<file path="src/hdl/can_cmd_map.vh">
// Purpose: constants for the engine CAN command decoder
// Assumes: frames arrive already received and checked by a CAN controller
// Notes:   bit numbers are zero-based inside byte 1 of each frame
`ifndef CAN_CMD_MAP_VH
`define CAN_CMD_MAP_VH

// parameter group numbers of the three command messages
`define PGN_ENGINE_CTRL   18'h0FF1C
`define PGN_STOP_CMD      18'h0FF1D
`define PGN_SPEED_REQ     18'h0FF1E

// engine control message, byte 1 fields
`define EC_RATED_A_BIT    0
`define EC_RATED_B_BIT    1
`define EC_DROOP_BIT      2
`define EC_RDROOP_BIT     3
`define EC_STARTER_BIT    4
`define EC_HIIDLE_EN_BIT  5
`define EC_HIIDLE_SP_BIT  6
`define EC_FIELD_MSB      6

// stop command codes, byte 1 bits 0..1
`define STOP_NONE         2'h0
`define STOP_REQ          2'h1
`define STOP_LSB          0
`define STOP_MSB          1

// speed request message: byte 1 low five bits, setpoint bytes 2..3
`define SPD_SEL_LSB       0
`define SPD_SEL_MSB       4
`define SPD_UP_ERR_HI     8'hFE
`define SEL_FIXED1_BIT    0
`define SEL_FIXED2_BIT    1
`define SEL_IMPL_UP_BIT   2
`define SEL_IMPL_DN_BIT   3
`define SEL_ENABLE_BIT    4

// reset values
`define RST_SEL           5'h00
`define RST_STARTER       1'h1
`define RST_SETPOINT      16'h0000
`define RST_EC            7'h00
`define RST_STOP          1'h0
`define RST_SETP_OK       1'h0

`endif

</file>
<file path="src/hdl/pin_sync3.v">
// Purpose: three-stage synchroniser with agreement filter for one level
// Assumes: d may change at any time relative to core_clk
// Notes:   output changes once stages two and three agree
`timescale 1ns/10ps
`default_nettype none
module pin_sync3
(
   // clock, reset, enable
   input  wire core_clk,
   input  wire srst,
   input  wire clk_en,
   // level in and filtered out
   input  wire d,
   output reg  q
);
   reg s1_q;
   reg s2_q;
   reg s3_q;

   // first stage feeds only the second
   always @(posedge core_clk)
   begin
      if (srst)
      begin
         s1_q <= 1'b0;
         s2_q <= 1'b0;
         s3_q <= 1'b0;
         q    <= 1'b0;
      end
      else if (clk_en)
      begin
         s1_q <= d;
         s2_q <= s1_q;
         s3_q <= s2_q;
         if (s2_q == s3_q)
            q <= s3_q;
      end
   end
endmodule // pin_sync3
`default_nettype wire

</file>
<file path="src/hdl/engine_can_command_decoder.v">
// Purpose: decode the three command frames sent by the machine controller
// Assumes: a CAN controller on core_clk delivers each accepted frame as a
//          one-cycle strobe with its group number and eight data bytes
// Notes:   bus_error_pin comes from outside the clock domain and is
//          synchronised; application input settings gate each function except the stop command and the setpoint
//          a matching frame is stored on the edge that takes it and its
//          fields show at the outputs on the next clk_en edge
//          raw fields are stored even while their setting is low, so a
//          setting raised later shows the last commanded value at once
//          frames are still taken during a bus error; only starter
//          prevention reacts to the error level, the rest hold
//          the stop command is a level, kept until code 00 arrives;
//          codes 10 and 11 are dropped without any effect
//          a setpoint whose high byte is FE or FF is not stored and
//          setpoint_valid stays low until a usable one arrives
//          undefined bits and bytes of each frame are never looked at,
//          so a sender that leaves them at zero is still understood
//          limitation: the error level is filtered, so a pulse on the
//          error pin shorter than about two cycles may go unseen
//          clk_en low freezes every register, synchroniser included
//
// Contract
// - byte 1 bit 1: rated speed select a
// - byte 1 bit 2: rated speed select b
// - reset clears selections, modes, limits, speeds
// - bus error keeps last selections and modes
// - byte 1 bit 3: droop, else isochronous
// - byte 1 bit 4: reverse droop
// - byte 1 bit 5: starter prevention
// - after reset starter prevention is on
// - bus error forces starter prevention off
// - bits 6, 7: high idle enable, speed
// - stop code 01 stops; 10, 11 ignored
// - speed message bits 1-5 speed selection
// - selection bit 1: fixed speed one
// - selection bit 2: fixed speed two
// - bits 3, 4: implement up, down
// - selection bit 5: speed selection enable
`timescale 1ns/10ps
`default_nettype none
`include "can_cmd_map.vh"
module engine_can_command_decoder
#(
   parameter PGN_W = 18
)
(
   // clock, reset, enable
   input  wire              core_clk,
   input  wire              srst,
   input  wire              clk_en,
   // received frame from the CAN controller
   input  wire              frame_valid,
   input  wire [PGN_W-1:0]  frame_pgn,
   input  wire [63:0]       frame_data,
   // bus state, asynchronous pin level
   input  wire              bus_error_pin,
   // application input function settings
   input  wire              application_input_1,
   input  wire              application_input_2,
   input  wire              application_input_3,
   input  wire              application_input_4,
   input  wire              application_input_5,
   input  wire              application_input_6,
   input  wire              application_input_7,
   // decoded engine control
   output reg               rated_speed_select_a,
   output reg               rated_speed_select_b,
   output reg               droop_mode,
   output reg               reverse_droop_mode,
   output reg               starter_prevent,
   output reg               high_idle_limit,
   output reg               high_idle_speed,
   // decoded stop command
   output reg               engine_stop,
   // decoded speed request
   output reg               fixed_speed_1,
   output reg               fixed_speed_2,
   output reg               implement_up,
   output reg               implement_down,
   output reg               speed_select_enable,
   output reg  [15:0]       speed_up_setpoint,
   output reg               setpoint_valid,
   // status
   output wire              bus_error
);

   // engine control group, held until the next matching frame
   reg  [6:0]  ec_bits_q;
   reg  [6:0]  ec_bits_d;
   reg         starter_raw_q;
   reg         starter_raw_d;
   // stop command group
   reg         stop_q;
   reg         stop_d;
   // speed request group
   reg  [4:0]  sel_q;
   reg  [4:0]  sel_d;
   reg  [15:0] setp_q;
   reg  [15:0] setp_d;
   reg         setp_ok_q;
   reg         setp_ok_d;

   // byte lanes, filtered error level, group hits and frame fields
   wire [7:0]  byte1;
   wire [7:0]  byte2;
   wire [7:0]  byte3;
   wire        err_s;
   wire        hit_ec;
   wire        hit_stp;
   wire        hit_spd;
   wire [1:0]  stop_code;
   wire        setp_bad;

   // bus error level crosses in through the agreement filter
   pin_sync3 u_err_sync
   (
      .core_clk (core_clk),
      .srst     (srst),
      .clk_en   (clk_en),
      .d        (bus_error_pin),
      .q        (err_s)
   );

   assign bus_error = err_s;

   // byte 1 is the first byte on the wire, in the low lane
   assign byte1 = frame_data[7:0];
   assign byte2 = frame_data[15:8];
   assign byte3 = frame_data[23:16];

   // frames for other groups are left alone
   assign hit_ec  = frame_valid && (frame_pgn == `PGN_ENGINE_CTRL);
   assign hit_stp = frame_valid && (frame_pgn == `PGN_STOP_CMD);
   assign hit_spd = frame_valid && (frame_pgn == `PGN_SPEED_REQ);

   // stop code and setpoint error marker of the frame on the inputs
   assign stop_code = byte1[`STOP_MSB:`STOP_LSB];
   assign setp_bad  = (byte3 >= `SPD_UP_ERR_HI);         // FE or FF

   // next raw values; only defined bits are taken, the rest ignored
   always @*
   begin
      ec_bits_d     = ec_bits_q;
      starter_raw_d = starter_raw_q;
      stop_d        = stop_q;
      sel_d         = sel_q;
      setp_d        = setp_q;
      setp_ok_d     = setp_ok_q;
      // engine control frame
      if (hit_ec)
      begin
         ec_bits_d     = byte1[`EC_FIELD_MSB:0];
         starter_raw_d = byte1[`EC_STARTER_BIT];
      end
      // stop frame; codes 10 and 11 leave the stop state untouched
      if (hit_stp)
      begin
         if (stop_code == `STOP_REQ)
            stop_d = 1'b1;
         else if (stop_code == `STOP_NONE)
            stop_d = 1'b0;
      end
      // speed frame; a high byte of FE or FF keeps the old setpoint
      if (hit_spd)
      begin
         sel_d = byte1[`SPD_SEL_MSB:`SPD_SEL_LSB];
         if (!setp_bad)
         begin
            setp_d    = {byte3, byte2};
            setp_ok_d = 1'b1;
         end
         else
            setp_ok_d = 1'b0;
      end
   end

   // engine control raw fields; a bus error does not clear them, so
   // the last command returns as soon as the bus recovers
   always @(posedge core_clk)
   begin
      if (srst)
      begin
         ec_bits_q     <= `RST_EC;
         starter_raw_q <= `RST_STARTER;
      end
      else if (clk_en)
      begin
         ec_bits_q     <= ec_bits_d;
         starter_raw_q <= starter_raw_d;
      end
   end

   // stop command level, kept until the sender clears it with 00
   always @(posedge core_clk)
   begin
      if (srst)
         stop_q <= `RST_STOP;
      else if (clk_en)
         stop_q <= stop_d;
   end

   // speed request raw fields and setpoint, held through bus errors
   always @(posedge core_clk)
   begin
      if (srst)
      begin
         sel_q     <= `RST_SEL;
         setp_q    <= `RST_SETPOINT;
         setp_ok_q <= `RST_SETP_OK;
      end
      else if (clk_en)
      begin
         sel_q     <= sel_d;
         setp_q    <= setp_d;
         setp_ok_q <= setp_ok_d;
      end
   end

   // rated speed, governor and high idle outputs
   // a low setting forces its output off but the raw bit is kept
   always @(posedge core_clk)
   begin
      if (srst)
      begin
         rated_speed_select_a <= 1'b0;
         rated_speed_select_b <= 1'b0;
         droop_mode           <= 1'b0;
         reverse_droop_mode   <= 1'b0;
         high_idle_limit      <= 1'b0;
         high_idle_speed      <= 1'b0;
      end
      else if (clk_en)
      begin
         rated_speed_select_a <= application_input_7 &
                                 ec_bits_q[`EC_RATED_A_BIT];
         rated_speed_select_b <= application_input_2 &
                                 ec_bits_q[`EC_RATED_B_BIT];
         droop_mode           <= application_input_1 &
                                 ec_bits_q[`EC_DROOP_BIT];
         reverse_droop_mode   <= application_input_5 &
                                 ec_bits_q[`EC_RDROOP_BIT];
         high_idle_limit      <= application_input_5 &
                                 ec_bits_q[`EC_HIIDLE_EN_BIT];
         high_idle_speed      <= application_input_7 &
                                 ec_bits_q[`EC_HIIDLE_SP_BIT];
      end
   end

   // starter prevention: on out of reset, off while the bus is in error
   // the raw bit survives the error, so prevention returns afterwards
   always @(posedge core_clk)
   begin
      if (srst)
         starter_prevent <= `RST_STARTER;
      else if (clk_en)
      begin
         // bus error releases cranking rather than trusting old data
         starter_prevent <= ~err_s & application_input_1 &
                            starter_raw_q;
      end
   end

   // stop command output, a level rather than a pulse, so a missed
   // repeat frame cannot restart a stopped engine
   always @(posedge core_clk)
   begin
      if (srst)
         engine_stop <= `RST_STOP;
      else if (clk_en)
         engine_stop <= stop_q;
   end

   // speed selection outputs and setpoint
   // implement flags are gated like the others and driven out as ports
   always @(posedge core_clk)
   begin
      if (srst)
      begin
         fixed_speed_1       <= 1'b0;
         fixed_speed_2       <= 1'b0;
         implement_up        <= 1'b0;
         implement_down      <= 1'b0;
         speed_select_enable <= 1'b0;
         speed_up_setpoint   <= `RST_SETPOINT;
         setpoint_valid      <= `RST_SETP_OK;
      end
      else if (clk_en)
      begin
         fixed_speed_1       <= application_input_3 &
                                sel_q[`SEL_FIXED1_BIT];
         fixed_speed_2       <= application_input_4 &
                                sel_q[`SEL_FIXED2_BIT];
         implement_up        <= application_input_5 &
                                sel_q[`SEL_IMPL_UP_BIT];
         implement_down      <= application_input_6 &
                                sel_q[`SEL_IMPL_DN_BIT];
         speed_select_enable <= application_input_6 &
                                sel_q[`SEL_ENABLE_BIT];
         speed_up_setpoint   <= setp_q;
         setpoint_valid      <= setp_ok_q;
      end
   end

endmodule // engine_can_command_decoder
`default_nettype wire

</file>
<file path="config.mk">
export PLATFORM = sky130hd
export DESIGN_NAME = engine_can_command_decoder
export DESIGN_NICKNAME = d
export VERILOG_FILES = /design/src/hdl/pin_sync3.v /design/src/hdl/engine_can_command_decoder.v
export VERILOG_INCLUDE_DIRS = /design/src /design/src/hdl
export SDC_FILE = /design/constraint.sdc
export NUM_CORES = 1
export LEC_CHECK = 0
export BUFFER_PORTS_ARGS = -buffer_cell sky130_fd_sc_hd__buf_2
export CORE_MARGIN = 2
export CORE_UTILIZATION = 49
export CTS_CLUSTER_DIAMETER = 120
export CTS_CLUSTER_SIZE = 14
export DETAILED_ROUTE_END_ITERATION = 10
export PLACE_DENSITY_LB_ADDON = 0.05
export SYNTH_ARGS = -nofsm -noshare
export SYNTH_HDL_FRONTEND = slang
export SYNTH_SLANG_ARGS = --single-unit
export TNS_END_PERCENT = 1
</file>
<file path="constraint.sdc">
create_clock -name core_clk -period 4.95 [get_ports core_clk]
set_clock_uncertainty 0.1 [all_clocks]
set_input_delay 0.99 -clock core_clk [delete_from_list [all_inputs] [get_ports core_clk]]
set_output_delay 0.99 -clock core_clk [all_outputs]
set_load 0.005 [all_outputs]
</file>
# == Word-level counts from Yosys, hierarchy flattened ==
# Index checks and enable logic that the tools add are counted.
# word_totals
reg_bits,65
in_bits,94
output_inout_bits,31
wordCells,59
# op_classes
order_cmp,1
n_eq_ne,5
n_mux,3
bitwise,15
reduce_logical,10
# ops
cell,n
equality test 18 x 16 -> 1 bit (second input constant),3
AND 1 bit,13
>= comparator 8 bit (second input constant),1
AND reduction 2 bit,3
AND reduction 3 bit,2
logical AND 1 bit,3
2-to-1 mux 1 bit,3
equality test 2 x 1 -> 1 bit (second input constant),1
zero test 2 bit,1
NOT 1 bit,2
nonzero test 2 bit,1
equality test 1 bit,1

# == Longest topological paths before layout ==
# logic_depth
depth_word,3
ltp_mapped,7
mapped_depth_nobuf,4

# == By module ==
# Synthesis repeated with hierarchy kept, for this count alone.
# unflattened
cells_unflattened,283
area_unflattened_um2,2582.5
# by_module_without_submodules
module,n_inst,cells_per_inst,area_per_inst_um2,seq_area_each_um2
engine_can_command_decoder,1,267,2411.1,1201.2
pin_sync3,1,16,171.4,80.1

# == Worst setup path after synthesis ==
# OpenSTA, ideal clock, no wires.
# synth_path
path_type,input to register
start,input frame_pgn[6]
end,register setp_q[0]
setup_ns,0.132
arrival_ns,2.102
required_time_ns,4.718
slack_ns,2.616
path_stages,5
path_buffers,1
path_cell_list,nand4bb_1 or4_4 buf_6 o21ai_1 a21oi_1
# synth_between
elab_chain_cells,3
# synth_rtl
element,line_no,source
"start, declared",engine_can_command_decoder.v:53,"input wire [PGN_W-1:0] frame_pgn,"
equality test 18 x 16 -> 1 bit (no line),n/a,
logical AND 1 bit,engine_can_command_decoder.v:134,assign hit_spd = frame_valid && (frame_pgn == `PGN_SPEED_REQ);
AND reduction 3 bit (no line),n/a,
"end signal, assigned",engine_can_command_decoder.v:208,setp_q <= `RST_SETPOINT;
"end signal, assigned",engine_can_command_decoder.v:214,setp_q <= setp_d;
"end, declared",engine_can_command_decoder.v:98,reg [15:0] setp_q;
# No other way between the ends.
# A chain may end at the register's enable or synchronous reset.

# == Final worst setup path ==
# layout_path
start,input clk_en
end,register setp_ok_q
# layout_between
elab_chain_cells,1
# layout_rtl
element,line_no,source
"start, declared",engine_can_command_decoder.v:50,"input wire clk_en,"
AND reduction 2 bit (no line),n/a,
"end signal, assigned",engine_can_command_decoder.v:209,setp_ok_q <= `RST_SETP_OK;
"end signal, assigned",engine_can_command_decoder.v:215,setp_ok_q <= setp_ok_d;
"end, declared",engine_can_command_decoder.v:100,reg setp_ok_q;
# No other way between the ends.

==> flow_metrics.env <==
export IMPL_hold_ws_ps=360
export IMPL_setup_viol=0
export IMPL_nNetsFinal=451
export IMPL_worstMarginPinSlew_ps=1160
export IMPL_clk_latency_ps=330
export IMPL_status="complete, no violations"
export IMPL_synthTopCellsByArea="dfxtp_1 (50%), a21oi_1 (8.2%), mux2i_1 (8.2%)"
export IMPL_async_flop_share_pct=0
export IMPL_synth_top_family_by_area="simple AND/OR/NAND/NOR gates"
export IMPL_area_growth_pct=23.1
export IMPL_cts_hold_buffers=0
export IMPL_seqPwrFrac_pct=51.8
export IMPL_final_hold_viol_count=0
export IMPL_initial_core_util_pct=50.2
export IMPL_synth_compound_area_share_pct=15.2
export IMPL_drcViolationCount=0
export IMPL_cp_endpoint="setp_ok_q"
export IMPL_cts_resized=0
export IMPL_antenna_cells=0
export IMPL_cts_tree="built"
export IMPL_grt_usage_pct=20.8
export IMPL_place_congestion=0.778
export IMPL_h_tree_depth=3
export IMPL_clk_root_buffer_cell="clkbuf_8"
export IMPL_critPathArrivalTime_ps=2790
export IMPL_syn_avg_cell_area_um2=9.01
export IMPL_period_share_pct=55.1
export IMPL_synth_most_common_cell="dfxtp_1"
export IMPL_busiest_layer="met1"
export IMPL_yosysTopAreaCell="dfxtp_1"
export IMPL_p_sw_share_pct=21.7
export IMPL_relSlewSlack_pct=22.6
export IMPL_fillers=478
export IMPL_hpwl_um=3900
export IMPL_crit_fanout=35
export IMPL_cts_buffer_depth=2
export IMPL_clk_pin_slew_ps=70
export IMPL_dp_worst_setup_slack_ps=1900
export IMPL_grt_ovfl_total=0
export IMPL_rr_worst_depth=3
export IMPL_drive_above_1_share_pct=28.5
export IMPL_regToRegEndpoint="u_err_sync.q"
export IMPL_cp_end_kind="register"
export IMPL_ff2ff_setup_slack_ps=4070
export IMPL_fin_util_pct=61.8
export IMPL_grt_pass1_wl_um=9660
export IMPL_crit_path_start_kind="input port"
export IMPL_slew_violations=0
export IMPL_synth_seq_cells=64
export IMPL_dr_pass1_iters=4
export IMPL_yosys_warnings=0
export IMPL_numPortBuffers=83
export IMPL_synth_fa_ha_area_share_pct=0
export IMPL_clock_power_share_pct=42.6
export IMPL_use_met1_pct=30.5
export IMPL_synth_edff_count=0
export IMPL_rsz0062_at_grt="no"
export IMPL_cap_violations=0
export IMPL_cts_buffers=9
export IMPL_core_area_um2=5070
export IMPL_startpoint="clk_en"
export IMPL_ys_seq_area_share_pct=50.2
export IMPL_io_pins=125
export IMPL_wl_per_cell_um=13.5
export IMPL_synthXorXnorAreaFrac_pct=0
export IMPL_die_h_um=76.1
export IMPL_combPwrFrac_pct=5.5
export IMPL_grt_max_degree=65
export IMPL_finalCriticalPeriod_ps=2730
export IMPL_fp_dieW_um=76.1
export IMPL_synthMuxAreaShare_pct=8.24
export IMPL_p_total_uw=998
export IMPL_syn_num_nets=377
export IMPL_peakVddDrop_mv=0.174
export IMPL_synth_simple_area_share_pct=21.9
export IMPL_drt_vias_per_instance=5.39
export IMPL_worstSetupPathType="in2reg"
export IMPL_cts_post_setup_buffers_inserted=0
export IMPL_via_count=2324
export IMPL_p_leak_nw=1.32
export IMPL_ys_flop_type="dfxtp_1"
export IMPL_drt_iter0_markers=125
export IMPL_grt_pass1_vias=2018
export IMPL_synth_cell_type_count=35
export IMPL_drt_wl_total_um=5830
export IMPL_synth_common_cells="dfxtp_1 (64), a21oi_1 (42), nand3_1 (34)"
export IMPL_clock_fmax_mhz=367
export IMPL_cellPowerDensity_nw_per_um2=318
export IMPL_fin_ws_ps=2220
export IMPL_internal_power_uw=781
export IMPL_synthCells=283
export IMPL_synth_top_area_share_pct=50.2
export IMPL_rows=26
export IMPL_tns_ps=0
export IMPL_required_ps=5010
export IMPL_min_path_type="reg2reg"
export IMPL_postRouteAntennaNets=0
export IMPL_design_die_area_um2=5800
export IMPL_antenna_found_initial=0
export IMPL_synthesis_area_um2=2550
export IMPL_clock_sinks=64
export IMPL_met2_usage_pct=28.8
export IMPL_r2r_start="u_err_sync.q"
export IMPL_p_switching_uw=217
export IMPL_met3_usage_pct=4.03
worst max-delay path, cell delays in order:
cell and delay [ps]:
buf_2 80, buf_4 430, nand4_4 200, nor3_2 740, nand4_1 170, nor3b_1 170
cell type report:
type	count	area (um^2)	area share (%)
clock buffers	11	141	4.51
clock inverters	4	45.0	1.44
inverters	1	3.75	0.120
multi-input cells	197	1160	36.8
flip-flops and latches	64	1280	40.8
well taps	70	87.6	2.79
repair buffers	84	423	13.5
worst min path at each step:
| stage | from | end | slack [ps] | cells after the start |
|---|---|---|---|---|
| floorplan | starter_raw_q | starter_prevent | 330 | 2 |
| global placement | rated_speed_select_a | rated_speed_select_a | 350 | 2 |
| detailed placement | rated_speed_select_a | rated_speed_select_a | 350 | 2 |
| CTS | rated_speed_select_a | rated_speed_select_a | 360 | 2 |
| global route | implement_up | implement_up | 390 | 2 |
| finish | fixed_speed_1 | fixed_speed_1 | 360 | 2 |
state kept, by name, summed over array words and instances (netlist names), 5 cells and up:
signal and cells:
ec_bits_q 6, sel_q 5, setp_q 16, speed_up_setpoint 16
cells in the final DEF (no fill, tap or decap), types with 3 or more instances in the layout:
master	netlist	final
nand2_1	13	13
nand4_1	8	8
o21ai_1	13	13
clkbuf_8	0	10
buf_2	6	83
a21oi_1	42	42
mux2i_1	21	21
clkinv_2	0	3
nand3_1	34	34
o21ai_0	13	13
nor3_1	7	7
dfxtp_1	64	64
nor2_1	24	24
kinds of logic after synthesis:
family / after synthesis
simple gates: 102
compound gates: 74
flops: 64
buf+inv: 22
mux: 21
metal layers:
metal | share of wire (%) | wire [um]
met4 | 1.4 | 80
met1 | 50 | 2890
met5 | 0 | 0
met2 | 43 | 2500
met3 | 6.1 | 355
through the flow:
| stage | area [um^2] | instances |
|---|---|---|
| finish | 3140 | 431 |
| global route | 3140 | 431 |
| CTS | 3140 | 431 |
| detailed placement | 2950 | 416 |
| global placement | 2950 | 416 |
| floorplan | 2550 | 283 |
power by group through the flow:
stage	logic, mW	registers (mW)	clock network (mW)
2_1_floorplan	0.0270	0.529	0
3_3_place_gp	0.0553	0.529	0
3_5_place_dp	0.0549	0.529	0
4_1_cts	0.0550	0.517	0.435
5_1_grt	0.0604	0.517	0.459
6_report	0.0550	0.517	0.425
(Power assumes the default switching activity.)
